File: src/logic/vrus_pkg.sv
// Shared constants and carriers for the vertical ring usage event counter
package vrus_pkg;

  // Event codes picking the ring to count
  localparam logic [7:0] VRUS_EVT_CREDIT  = 8'hb4;
  localparam logic [7:0] VRUS_EVT_ACK     = 8'hb1;
  localparam logic [7:0] VRUS_EVT_PAYLOAD = 8'hb2;
  localparam logic [7:0] VRUS_EVT_INVAL   = 8'hb3;
  localparam logic [7:0] VRUS_EVT_TERT    = 8'hb5;

  // Qualifier field in the control word, bits [15:8]
  localparam int VRUS_QUAL_LSB = 8;
  localparam int VRUS_QUAL_W   = 8;

  // Qualifier bit positions inside the qualifier field (bit 8 is position 0)
  localparam int VRUS_Q_ASC_EVEN  = 0;
  localparam int VRUS_Q_ASC_ODD   = 1;
  localparam int VRUS_Q_DESC_EVEN = 2;
  localparam int VRUS_Q_DESC_ODD  = 3;

  // Physical lane indices of one vertical ring
  localparam int VRUS_LANES       = 4;
  localparam int VRUS_PHY_CW_EVEN = 0;
  localparam int VRUS_PHY_CW_ODD  = 1;
  localparam int VRUS_PHY_CCW_EVN = 2;
  localparam int VRUS_PHY_CCW_ODD = 3;
  localparam int VRUS_DIR_FLIP    = 2;

  localparam int VRUS_RINGS = 5;

  // Reset values
  localparam logic VRUS_INC_RST  = 1'b0;
  localparam logic VRUS_SIDE_RST = 1'b0;

  typedef enum logic [2:0] {
    VRUS_SEL_CREDIT  = 3'b000,
    VRUS_SEL_ACK     = 3'b001,
    VRUS_SEL_PAYLOAD = 3'b010,
    VRUS_SEL_INVAL   = 3'b011,
    VRUS_SEL_TERT    = 3'b100,
    VRUS_SEL_NONE    = 3'b111
  } vrus_ring_sel_t;

  typedef struct packed {
    logic [VRUS_QUAL_W-1:0] qualifier;
    logic [7:0]             event_code;
  } vrus_ctl_t;

  typedef struct packed {
    logic passing;
    logic sinking;
    logic injecting;
  } vrus_lane_t;

  typedef vrus_lane_t [VRUS_LANES-1:0] vrus_ring_t;
  typedef vrus_ring_t [VRUS_RINGS-1:0] vrus_stop_t;

endpackage

File: src/logic/vrus_ring_usage_counter.sv
// Vertical ring usage event selection and per-cycle increment generation
`timescale 1ns/10ps

// How it works
// - Code 0xb4 counts cycles the acknowledge-credit ring is busy, qualified.
// - Code 0xb1 counts acknowledge ring busy cycles by direction and parity.
// - Code 0xb2 counts payload ring busy cycles by direction and parity.
// - Code 0xb3 counts busy cycles of the single invalidate ring by direction.
// - Code 0xb5 counts tertiary ring busy cycles by direction and parity.
// - Busy means passing or sinking; injection alone is not busy.
// - Qualifier bits 8..11: ascending even, ascending odd, descending even, odd.
// - Left stops: ascending is clockwise; right stops swap the mapping.
// - First half of slices are left side, second half right side.
// - Invalidate event: bit 8 ascending, bit 10 descending; software sets both.
module vrus_ring_usage_counter #(
  parameter int SLICE_COUNT = 40,
  parameter int SLICE_ID_W  = 6
) (
  input  wire logic                    core_clk,
  input  wire logic                    rst_n,
  input  vrus_pkg::vrus_ctl_t          ctl,
  input  wire logic                    count_enable,
  input  wire logic [SLICE_ID_W-1:0]   slice_id,
  input  vrus_pkg::vrus_stop_t         activity,
  output logic                         count_inc,
  output logic                         event_known,
  output logic                         stop_on_right,
  output logic [vrus_pkg::VRUS_LANES-1:0] lane_busy
);
  import vrus_pkg::*;

  localparam logic [SLICE_ID_W-1:0] HALF_SLICES = SLICE_ID_W'(SLICE_COUNT / 2);

  if (SLICE_COUNT < 2 || SLICE_COUNT > (1 << SLICE_ID_W)) begin : g_bad_cfg
    $error("SLICE_COUNT must be 2..2**SLICE_ID_W");
  end

  vrus_ring_sel_t               sel;
  logic [VRUS_LANES-1:0]        phys_busy [VRUS_RINGS];
  logic [VRUS_LANES-1:0]        logic_busy [VRUS_RINGS];
  logic [VRUS_LANES-1:0]        qual_mask;
  logic [VRUS_LANES-1:0]        sel_busy;
  logic [VRUS_LANES-1:0]        hit_lanes;
  logic                         side_right_q;
  logic                         count_inc_q;
  logic                         event_known_q;
  logic [VRUS_LANES-1:0]        lane_busy_q;

  // Event code decode
  always_comb begin
    unique case (ctl.event_code)
      VRUS_EVT_CREDIT:  sel = VRUS_SEL_CREDIT;
      VRUS_EVT_ACK:     sel = VRUS_SEL_ACK;
      VRUS_EVT_PAYLOAD: sel = VRUS_SEL_PAYLOAD;
      VRUS_EVT_INVAL:   sel = VRUS_SEL_INVAL;
      VRUS_EVT_TERT:    sel = VRUS_SEL_TERT;
      default:          sel = VRUS_SEL_NONE;
    endcase
  end

  // Side of the ring from the slice position
  always_ff @(posedge core_clk or negedge rst_n) begin
    if (!rst_n) begin
      side_right_q <= VRUS_SIDE_RST;
    end else begin
      side_right_q <= (slice_id >= HALF_SLICES);
    end
  end

  // Per ring, per lane busy and direction mapping
  for (genvar r = 0; r < VRUS_RINGS; r++) begin : g_ring
    for (genvar l = 0; l < VRUS_LANES; l++) begin : g_lane
      localparam int FLIP = l ^ VRUS_DIR_FLIP;
      assign phys_busy[r][l]  = activity[r][l].passing | activity[r][l].sinking;
      assign logic_busy[r][l] = side_right_q ? phys_busy[r][FLIP] : phys_busy[r][l];
    end
  end

  // Ring select and qualifier mask
  always_comb begin
    sel_busy  = '0;
    qual_mask = '0;
    unique case (sel)
      VRUS_SEL_CREDIT: begin
        sel_busy  = logic_busy[VRUS_SEL_CREDIT];
        qual_mask = ctl.qualifier[VRUS_LANES-1:0];
      end
      VRUS_SEL_ACK: begin
        sel_busy  = logic_busy[VRUS_SEL_ACK];
        qual_mask = ctl.qualifier[VRUS_LANES-1:0];
      end
      VRUS_SEL_PAYLOAD: begin
        sel_busy  = logic_busy[VRUS_SEL_PAYLOAD];
        qual_mask = ctl.qualifier[VRUS_LANES-1:0];
      end
      VRUS_SEL_INVAL: begin
        // Single ring: direction only, carried on the even lanes
        sel_busy = logic_busy[VRUS_SEL_INVAL];
        qual_mask[VRUS_Q_ASC_EVEN]  = ctl.qualifier[VRUS_Q_ASC_EVEN];
        qual_mask[VRUS_Q_DESC_EVEN] = ctl.qualifier[VRUS_Q_DESC_EVEN];
      end
      VRUS_SEL_TERT: begin
        sel_busy  = logic_busy[VRUS_SEL_TERT];
        qual_mask = ctl.qualifier[VRUS_LANES-1:0];
      end
      VRUS_SEL_NONE: begin
        sel_busy  = '0;
        qual_mask = '0;
      end
    endcase
  end

  assign hit_lanes = sel_busy & qual_mask;

  always_ff @(posedge core_clk or negedge rst_n) begin
    if (!rst_n) begin
      count_inc_q <= VRUS_INC_RST;
    end else begin
      count_inc_q <= count_enable & (|hit_lanes);
    end
  end

  always_ff @(posedge core_clk or negedge rst_n) begin
    if (!rst_n) begin
      event_known_q <= 1'b0;
      lane_busy_q   <= '0;
    end else begin
      event_known_q <= (sel != VRUS_SEL_NONE);
      lane_busy_q   <= hit_lanes;
    end
  end

  assign count_inc     = count_inc_q;
  assign event_known   = event_known_q;
  assign stop_on_right = side_right_q;
  assign lane_busy     = lane_busy_q;

endmodule

File: config.mk
export PLATFORM = sky130hd
export DESIGN_NAME = vrus_ring_usage_counter
export DESIGN_NICKNAME = d
export VERILOG_FILES = /design/src/logic/vrus_pkg.sv /design/src/logic/vrus_ring_usage_counter.sv
export SDC_FILE = /design/constraint.sdc
export NUM_CORES = 1
export LEC_CHECK = 0
export BUFFER_PORTS_ARGS = -buffer_cell sky130_fd_sc_hd__buf_2
export CAP_MARGIN = 20
export CELL_PAD_IN_SITES_DETAIL_PLACEMENT = 2
export CELL_PAD_IN_SITES_GLOBAL_PLACEMENT = 2
export CORE_AREA = 2 2 77 79
export CTS_BUF_LIST = sky130_fd_sc_hd__clkbuf_16
export DETAILED_ROUTE_END_ITERATION = 8
export DIE_AREA = 0 0 79 81
export PLACE_DENSITY_LB_ADDON = 0.1
export SYNTH_ARGS = -nofsm -noshare
export SYNTH_HDL_FRONTEND = slang
export SYNTH_SLANG_ARGS = --single-unit
File: constraint.sdc
create_clock -name core_clk -period 2.45 [get_ports core_clk]
set_input_delay 0.245 -clock core_clk [delete_from_list [all_inputs] [get_ports core_clk]]
set_output_delay 0.245 -clock core_clk [all_outputs]
set_load 0.02 [all_outputs]
==> reports/qor.txt, run 1 <==
Status -> finished clean
Crit path capture -> count_inc
# rows -> 28
Synth area leader -> dfrtp_1
DR WL/cell -> 12.5 um
Reg2Reg Depth -> 6
EDFF count, synth -> 0
CP Class -> flop to flop
Final Hold Viols -> 0
First-pass GRT wire length -> 4690 um
Commonest cells in the netlist -> 13 x nor2_1, 13 x nor3_1, 9 x a211oi_1
Leading post-synthesis cells by cell area -> dfrtp_1 25%, a211oi_1 9.5%, nor3_1 9.2%
Relative slew slack -> 72.0%
VDD IR-drop max -> 153 uV
Num CTS Buffers -> 3
CTS resizes -> 0
Initial core utilization -> 12.5%
Vias per cell -> 4.26
Syn_nets -> 177
Mapped Area -> 709 um2
Slowest cell on crit path -> dfrtp_1
Reg clk slew, reported paths -> 0.04 ns
Via count -> 998
Kind of cell adding the most delay to the critical path -> compound AO/OA/AOI/OAI gates
Root buffer cell -> clkbuf_16
Worst R2R Setup Slack -> 0.38 ns
Postcts setup bufs -> 0
H-tree levels -> 1
Design area -> 1200 um2
Die Area -> 6400 um2
GP Congestion -> 0.727
Leak pwr -> 0.000544 uW
CP startpoint kind -> flop
Unrepaired setup endpoints after global routing -> no
Power per cell area -> 429 nW/um2
Die width -> 79 um
Die height -> 81 um
Final WL -> 2930 um
CTS Buffer Depth -> 2
Data arrival, critical path -> 2.17 ns
Fin crit period -> 2.07 ns
Largest net degree at the start of global routing -> 17
CTS tree -> yes
# DRC -> 0
GR Overflow Total -> 0
Slew @ Worst Pin -> 0.421 ns
Tcrit/Tclk final -> 84.5%
Worst r2r dst -> count_inc
GR Util All Layers -> 9.23%
Avg Cell Area, Syn -> 7.71 um2
Synth warn -> 0
Final setup violation count -> 0
IO Port Bufs -> 65
Clk_skew -> 0.00192 ns
Slew Limit Fails -> 0
Area post-placement -> 1110 um2
Antenna Violating Nets Remaining -> 0
Clock sink count -> 7
Share of layout cells above drive strength 1 -> 45.3%
Vias in the first global route -> 1090
Synth top area share -> 24.7%
Iter 0 DRT Violations -> 14
Final net count -> 245
CORE AREA -> 5680 um2
Setup TNS -> 0 ns
Crit path from -> stop_on_right
Max incr delay on CP -> 0.52 ns
Clock latency on the worst-skew pair -> 0.23 ns
Antenna violations before repair -> 0
Antenna cells -> 0
Main flop type after synthesis -> dfrtp_1
Gate count after technology mapping -> 92
IO Count -> 92
Fmax -> 0.483 GHz
CP max FO -> 16
Crit. path cell count -> 6
Crit end category -> flop
Max cap viols -> 0
HPWL Detailed -> 2660 um
Post-synthesis register bit count -> 7
Critical-path cell list -> buf_4 -> nor3_1 -> a211oi_1 -> a211oi_1 -> nor3_1 -> o41a_1
Number of detailed-route iterations in the first pass -> 3
Buffers and inverters on the worst path -> 1
Seq/Total Area, Yosys -> 24.7%
Layout area overhead -> 69.0%
CP required -> 2.55 ns
Fraction of registers with async set/reset -> 100%
R2R Path Start -> stop_on_right
Synth cell types -> 24
Hold crit path type -> input pin to flop
## where the power goes
part / internal (uW) / switching [uW] / total, uW
clock network: 212 / 55.5 / 267
registers: 118 / 4.14 / 122
logic: 64.8 / 60.5 / 125
## cell type report
type / count / area [um2]
clock buffer: 3 / 75.1
tap: 75 / 93.8
clock inverter: 1 / 3.75
timing repair buffer: 67 / 343
fill: 694 / 4480
multi-input combinational: 81 / 508
sequential: 7 / 175
## cell usage in the layout (no fill, tap or decap), drive strengths merged
cell and n:
a211oi 10, a21oi 5, a221oi 4, and2 2, buf 66, clkbuf 3, dfrtp 7, dlygate4sd3 1
inv 1, mux4 2, nand2 4, nand2b 4, nand4b 1, nor2 13, nor2b 3, nor3 13
nor3b 2, nor4 2, nor4b 1, o211ai 1, o21ai 8, o41a 1, or2 4, or3b 1
## state kept, by name, indices dropped and copies added (netlist names)
name and count:
count_inc 1, event_known 1, lane_busy 4, stop_on_right 1
## timing repair
item | CTS | global route
hold buffers | 1 | 0
endpoints found under the hold margin | 7 | 0
setup endpoints to repair | 0 | 0
## worst min path at each step
stage | depth (start not counted) | slack [ns] | start | to
floorplan | 0 | -0.05 | rst_n | count_inc
global placement | 1 | 0.08 | rst_n | lane_busy[3]
detailed placement | 1 | 0.08 | rst_n | lane_busy[3]
CTS | 2 | 0.22 | slice_id[5] | stop_on_right
global route | 2 | 0.24 | slice_id[5] | stop_on_right
finish | 2 | 0.21 | slice_id[5] | stop_on_right
## stage by stage
| stage | cells | total power (uW) | hold WS, ns | util [%] | worst slack [ns] |
|---|---|---|---|---|---|
| after floorplan | 92 | 182 | -0.0506 | - | 0.484 |
| after global placement | 229 | 247 | 0.0785 | 19.6 | 0.358 |
| after CTS | 234 | 527 | 0.216 | 21.1 | 0.303 |
| after detailed placement | 229 | 251 | 0.0827 | 19.6 | 0.342 |
| after global routing | 234 | 546 | 0.239 | 21.1 | 0.172 |
| final | 234 | 514 | 0.214 | 21.1 | 0.380 |
## per-layer routing
layer / wire length, um / up-vias / track usage (%)
li1: - / 486 / -
met1: 1130 / 477 / 9.74
met2: 1630 / 33 / 18.5
met3: 154 / 2 / 1.11
met4: 19 / 0 / 3.62
met5: 0 / - / 0
## cells by family (layout without fill, tap and decap cells)
family	after synthesis	count (layout)	share of synthesized area, %
AND/OR/NAND/NOR	50	50	37.2
AO/OA/AOI/OAI	29	29	28.0
flip-flops	7	7	24.7
buffers and inverters	4	71	3.70
multiplexers	2	2	6.35
## worst register-to-register path: cells and delay by family, from the launching register on
family                 cells  cell delay (ns)
AO/OA/AOI/OAI              3             0.80
buffers and inverters      1             0.27
AND/OR/NAND/NOR            2             0.36
flip-flops                 1             0.52
(Power assumes the default switching activity.)
==> inputs of run 2 (changes only) <==
--- a/config.mk
+++ b/config.mk
@@ -9,10 +9,10 @@
 export CAP_MARGIN = 20
 export CELL_PAD_IN_SITES_DETAIL_PLACEMENT = 2
 export CELL_PAD_IN_SITES_GLOBAL_PLACEMENT = 2
-export CORE_AREA = 2 2 77 79
+export CORE_AREA = 2 2 80 82
 export CTS_BUF_LIST = sky130_fd_sc_hd__clkbuf_16
 export DETAILED_ROUTE_END_ITERATION = 8
-export DIE_AREA = 0 0 79 81
+export DIE_AREA = 0 0 82 84
 export PLACE_DENSITY_LB_ADDON = 0.1
 export SYNTH_ARGS = -nofsm -noshare
 export SYNTH_HDL_FRONTEND = slang
==> constraint.sdc (replaced) <==
create_clock -name core_clk -period 1.9 [get_ports core_clk]
set_input_delay 0.19 -clock core_clk [delete_from_list [all_inputs] [get_ports core_clk]]
set_output_delay 0.19 -clock core_clk [all_outputs]
set_load 0.02 [all_outputs]
==> run 2 against run 1 <==
  * Cell count rose by 6.8%
  * Global-route usage rose by 0.12 points
  * Flip-flop and latch count did not move
  * Largest cell class unchanged
  * Register-to-register slack lost 0.32 ns
  * Largest power group unchanged
  * Final area increased by 17%
  * Die area is 7.6% higher
  * Hold slack worse by 0.054 ns
  * Critical endpoint unchanged
  * Wire length increased by 11%
  * Total power increased by 38%
  * Sequential share of layout area is 2.0 points lower
==> reports/qor.txt, run 2 (synthesized netlist as in run 1, its figures left out) <==
Tcrit/Tclk final -> 96.9% (+12 points)
Critical-path cell list -> buf_6 -> buf_4 -> nor3_4 -> o21ai_1 -> a211oi_2 -> nor3_2 -> o41a_1
Initial core utilization -> 11.6% (-0.86 points)
Buffers and inverters on the worst path -> 2 (+1)
Slew @ Worst Pin -> 0.478 ns (+0.0572 ns)
R2R Path Start -> stop_on_right
Worst Hold Slack -> 0.160 ns (-0.0541 ns)
CTS tree -> yes
Largest net degree at the start of global routing -> 13 (-4)
Max incr delay on CP -> 0.42 ns (-0.10 ns)
Final net count -> 259 (+5.7%)
Die height -> 84 um (+3.7%)
Area post-placement -> 1170 um2 (+5.8%)
CORE AREA -> 6100 um2 (+7.4%)
Fill cell count -> 731 (+5.3%)
Max reg flops -> 4 (unchanged)
IO Port Bufs -> 65 (unchanged)
Num CTS Buffers -> 3 (unchanged)
Crit path from -> stop_on_right
Crit end category -> flop
GP Congestion -> 0.700 (-3.8%)
Antenna Violating Nets Remaining -> 0 (unchanged)
IO Count -> 92 (unchanged)
Number of detailed-route iterations in the first pass -> 3 (unchanged)
Pre-CTS WS -> -0.0707 ns (-0.413 ns)
# DRC -> 0 (unchanged)
Antenna violations before repair -> 0 (unchanged)
GR Util All Layers -> 9.35% (+0.12 points)
Antenna cells -> 0 (unchanged)
Hold crit path type -> input pin to flop
Kind of cell adding the most delay to the critical path -> compound AO/OA/AOI/OAI gates
Final Power -> 712 uW (+38%)
Power per cell area -> 507 nW/um2 (+18%)
Vias in the first global route -> 1119 (+2.7%)
DR WL/cell -> 13.0 um (+3.7%)
CP max FO -> 5 (-11)
Status -> finished clean
HPWL Detailed -> 2760 um (+4.0%)
Fin crit period -> 1.84 ns (-0.228 ns)
Iter 0 DRT Violations -> 9 (-5)
Most frequent cells in the layout -> 65 x buf_2, 13 x nor2_1, 12 x buf_4, 7 x nor3_1, 7 x o21ai_0
Slew Limit Fails -> 0 (unchanged)
CP Class -> flop to flop
CP required -> 2.00 ns (-0.55 ns)
Fmax -> 0.543 GHz (+12%)
GR Overflow Total -> 0 (unchanged)
Setup ws final -> 0.0581 ns (-0.322 ns)
First-pass GRT wire length -> 5000 um (+6.8%)
CTS Buffer Depth -> 2 (unchanged)
Clock latency on the worst-skew pair -> 0.23 ns (about the same)
Slowest cell on crit path -> dfrtp_2
Crit. path cell count -> 7 (+1)
CP startpoint kind -> flop
Hold_sp -> slice_id[5]
# rows -> 29 (+3.6%)
Clk_skew -> 0.000335 ns (-0.00159 ns)
Unrepaired setup endpoints after global routing -> yes
Final WL -> 3250 um (+11%)
VDD IR-drop max -> 262 uV (+71%)
Worst R2R Setup Slack -> 0.06 ns (-0.32 ns)
Layout area overhead -> 97.9%
Final Hold Viols -> 0 (unchanged)
Clock sink count -> 7 (unchanged)
Worst r2r dst -> count_inc
Die width -> 82 um (+3.8%)
Share of layout cells above drive strength 1 -> 57.8% (+13 points)
Leak pwr -> 0.000634 uW (+17%)
Die Area -> 6890 um2 (+7.6%)
Reg2Reg Depth -> 7 (+1)
Design area -> 1400 um2 (+17%)
Root buffer cell -> clkbuf_16
Commonest non-fill, non-tap cell in the layout -> buf_2
Vias per cell -> 4.17 (-2.3%)
Reg clk slew, reported paths -> 0.03 ns (about the same)
Relative slew slack -> 68.1% (-3.8 points)
Via count -> 1042 (+4.4%)
H-tree levels -> 1 (unchanged)
Crit path capture -> count_inc
Max cap viols -> 0 (unchanged)
Final setup violation count -> 0 (unchanged)
Data arrival, critical path -> 1.94 ns (-0.23 ns)
## run 2: cell types whose count changed in the layout (fill, tap and decap cells not counted), moves of 2 or more
cell      previous run  this run
a211oi_1             9         5
nor3_4               0         2
a211oi_2             1         4
nor3_2               0         4
buf_6                0         3
nor4_1               2         0
buf_4                1        12
nor3_1              13         7
nor4_2               0         2
## run 2: timing repair
| item | in CTS | in global routing |
|---|---|---|
| pin swaps | 5 | 9 |
| gates resized for setup | 12 | 10 |
| buffers inserted | 6 | 0 |
| hold endpoints to repair | 7 | 0 |
| setup endpoints to repair | 2 | 1 |
| hold buffers | 1 | 0 |
## run 2: through the flow
stage               util [%]  cells  setup TNS, ns
detailed placement      19.3    239        -0.0994
finish                  23.0    250              0
global route            23.0    250        -0.0327
CTS                     22.3    250              0
floorplan                  -     92              0
global placement        19.3    239        -0.0558
## run 2: worst min-delay path by stage
stage | endpoint | slack [ns] | cells after the start
after global placement | lane_busy[3] | 0.02 | 1
final | stop_on_right | 0.16 | 2
after detailed placement | lane_busy[3] | 0.03 | 1
after floorplan | count_inc | -0.11 | 0
after global routing | stop_on_right | 0.17 | 2
after CTS | stop_on_right | 0.16 | 2
## run 2: power breakdown
part	total (uW)	switching, uW	internal, uW
logic	211	103	109
registers	154	2.00	152
clock network	346	73.4	273
total	712	178	534
## run 2: layout make-up
class / instances / area, um2 / share of cell area (%)
timing repair buffer: 81 / 459 / 32.7
sequential: 7 / 176 / 12.6
tap: 77 / 96.3 / 6.86
clock inverter: 1 / 3.75 / 0.267
clock buffer: 3 / 75.1 / 5.35
multi-input combinational: 81 / 593 / 42.2
## run 2: layer usage
metal  global-route usage [%]  wire length (um)  vias to the layer above
met3                    0.433               174                        4
met4                     3.18                35                        0
met1                     11.6              1380                      480
met2                     16.8              1660                       42
met5                        0                 0                        -
li1                         -                 -                      516
==> inputs of run 3 (changes only) <==
--- a/config.mk
+++ b/config.mk
@@ -7,12 +7,10 @@
 export LEC_CHECK = 0
 export BUFFER_PORTS_ARGS = -buffer_cell sky130_fd_sc_hd__buf_2
 export CAP_MARGIN = 20
-export CELL_PAD_IN_SITES_DETAIL_PLACEMENT = 2
-export CELL_PAD_IN_SITES_GLOBAL_PLACEMENT = 2
-export CORE_AREA = 2 2 80 82
+export CORE_AREA = 2 2 54 56
 export CTS_BUF_LIST = sky130_fd_sc_hd__clkbuf_16
 export DETAILED_ROUTE_END_ITERATION = 8
-export DIE_AREA = 0 0 82 84
+export DIE_AREA = 0 0 56 58
 export PLACE_DENSITY_LB_ADDON = 0.1
 export SYNTH_ARGS = -nofsm -noshare
 export SYNTH_HDL_FRONTEND = slang
==> run 3 against run 2 <==
  * Wire length fell by 27%
  * Largest power group unchanged
  * Cell count decreased by 23%
  * First-iteration DRC count increased by 22%
  * Count of clock-buffer cells in the layout stayed put
  * Utilization grew 24 points
  * Flip-flop and latch count is the same
  * Sequential share of layout area rose by 1.4 points
  * Sequential power barely moved
  * Die area is 53% lower
  * Combinational power down 9%
  * Clock skew rose by 0.00058 ns
  * Fmax shrank 1.0%
==> reports/qor.txt, run 3 (synthesized netlist as in run 1, its figures left out) <==
Fmax -> 0.537 GHz (-1.0%)
Sequential Power Share -> 22.2% (+0.5 points)
Max cap viols -> 0 (unchanged)
GR Overflow Total -> 0 (unchanged)
Tcrit/Tclk final -> 97.9% (+1.0 points)
Pre-CTS WS -> -0.000532 ns (+0.0702 ns)
CTS Buffer Depth -> 2 (unchanged)
# DRC -> 0 (unchanged)
DR WL/cell -> 12.3 um (-5.3%)
Power per cell area -> 548 nW/um2 (+8.0%)
Layout area overhead -> 78.3%
# rows -> 19 (-34%)
Vias per cell -> 5.10 (+22%)
DRT met1 WL -> 949 um (-31%)
Worst r2r dst -> count_inc
CP required -> 2.00 ns (about the same)
Slowest cell on crit path -> o41a_1
GP Congestion -> 0.695 (-0.59%)
Status -> finished clean
IO Port Bufs -> 65 (unchanged)
Commonest non-fill, non-tap cell in the layout -> buf_2
Worst Hold End -> stop_on_right
Layout Utilization -> 47.5% (+24 points)
GR Util All Layers -> 14.2% (+4.8 points)
Met2 routed WL -> 1240 um (-26%)
Critical-path cell list -> buf_6 -> nor4b_1 -> nor3_2 -> a211oi_2 -> nor3_2 -> o41a_1
Die width -> 56 um (-32%)
CTS tree -> yes
Antenna cells -> 0 (unchanged)
Max incr delay on CP -> 0.41 ns (about the same)
CP Class -> flop to flop
Data arrival, critical path -> 1.96 ns (+0.02 ns)
Final WL -> 2380 um (-27%)
Slew @ Worst Pin -> 0.395 ns (-0.0829 ns)
Setup TNS -> 0 ns (unchanged)
Design area -> 1260 um2 (-9.9%)
Switching component of the power -> 169 uW (-5.3%)
Buffers and inverters on the worst path -> 1 (-1)
Most frequent cells in the layout -> 65 x buf_2, 13 x nor2_1, 8 x o21ai_0
Area post-placement -> 1060 um2 (-9.4%)
R2R Path Start -> stop_on_right
H-tree levels -> 1 (unchanged)
Via count -> 985 (-5.5%)
Worst Hold Slack -> 0.151 ns (-0.00868 ns)
Fin crit period -> 1.86 ns (+0.0189 ns)
Most frequent CP cell -> nor3_2
Clock latency on the worst-skew pair -> 0.23 ns (about the same)
Antenna violations before repair -> 0 (unchanged)
Int Power -> 524 uW (-1.8%)
HPWL Detailed -> 1890 um (-32%)
Iter 0 DRT Violations -> 11 (+2)
Reg2Reg Depth -> 6 (-1)
IO Count -> 92 (unchanged)
Sw Ratio -> 24.3% (-0.68 points)
CORE AREA -> 2660 um2 (-56%)
Met3 WL -> 156 um (-10%)
Clk pwr share -> 50.1% (+1.5 points)
Die height -> 58 um (-31%)
Vias in the first global route -> 890 (-20%)
Relative slew slack -> 73.3% (+5.2 points)
Setup ws final -> 0.0392 ns (-0.0189 ns)
Final Hold Viols -> 0 (unchanged)
Fill cell count -> 281 (-62%)
Initial core utilization -> 26.6% (+15 points)
Largest net degree at the start of global routing -> 18 (+5)
Cell depth of the worst hold path -> 2 (unchanged)
Reg clk slew, reported paths -> 0.03 ns (about the same)
Hold_sp -> slice_id[5]
Final setup violation count -> 0 (unchanged)
Clk_skew -> 0.000917 ns (+0.000582 ns)
Comb power frac -> 27.7% (-2.0 points)
Kind of cell adding the most delay to the critical path -> compound AO/OA/AOI/OAI gates
Crit end category -> flop
CP startpoint kind -> flop
First-pass GRT wire length -> 3660 um (-27%)
Worst R2R Setup Slack -> 0.04 ns (-0.02 ns)
Num CTS Buffers -> 3 (unchanged)
Root buffer cell -> clkbuf_16
Slew Limit Fails -> 0 (unchanged)
Clock sink count -> 7 (unchanged)
Hold crit path type -> input pin to flop
VDD IR-drop max -> 627 uV (+140%)
Crit. path cell count -> 6 (-1)
Leak pwr -> 0.000582 uW (-8.2%)
Highest Signal Layer -> met4
Number of detailed-route iterations in the first pass -> 4 (+1)
Final net count -> 248 (-4.2%)
Die Area -> 3250 um2 (-53%)
Antenna Violating Nets Remaining -> 0 (unchanged)
Max reg flops -> 4 (unchanged)
Share of layout cells above drive strength 1 -> 54.3% (-3.5 points)
CP max FO -> 5 (unchanged)
-- run 3: changes by cell type in the layout (fill, tap and decap cells not counted), sizes merged --
cell,delta
buf,-11
-- run 3: final cells by class --
cell class / instances / area, um2 / share of cell area [%]
Multi-Input combinational cell: 81 / 582 / 46.0
Sequential cell: 7 / 176 / 13.9
Clock buffer: 3 / 75.1 / 5.93
Timing Repair Buffer: 70 / 389 / 30.8
Clock inverter: 1 / 3.75 / 0.297
Tap cell: 31 / 38.8 / 3.07
-- run 3: metal layers --
layer / vias up / global-route usage (%)
met3: 5 / 3.35
met2: 33 / 24.7
li1: 497 / -
met4: 0 / 6.12
met1: 450 / 16.7
met5: - / 0
-- run 3: through the flow --
step           power [uW]  cells
6_report              693    193
4_1_cts               672    191
3_3_place_gp          314    186
5_1_grt               733    193
3_5_place_dp          317    186
2_1_floorplan         236     92
-- run 3: worst max-delay path by stage --
stage	from	endpoint
6_report	stop_on_right	count_inc
3_3_place_gp	stop_on_right	count_inc
5_1_grt	stop_on_right	count_inc
3_5_place_dp	stop_on_right	count_inc
2_1_floorplan	stop_on_right	count_inc
4_1_cts	stop_on_right	count_inc
-- run 3: power groups by stage --
stage                     Sequential, uW  Clock, uW  Combinational (uW)
final                                154        347                 192
after global routing                 154        365                 213
after detailed placement             159          0                 158
after global placement               159          0                 155
after CTS                            158        353                 162
after floorplan                      158          0                78.1
-- run 3: what timing repair did --
item / in CTS / in global routing
gates resized for setup: 1 / 21
setup buffers: 0 / 2
endpoints found under the hold margin: 7 / 0
setup endpoints to repair: 1 / 1
pin swaps: 0 / 6
hold buffers: 1 / 0
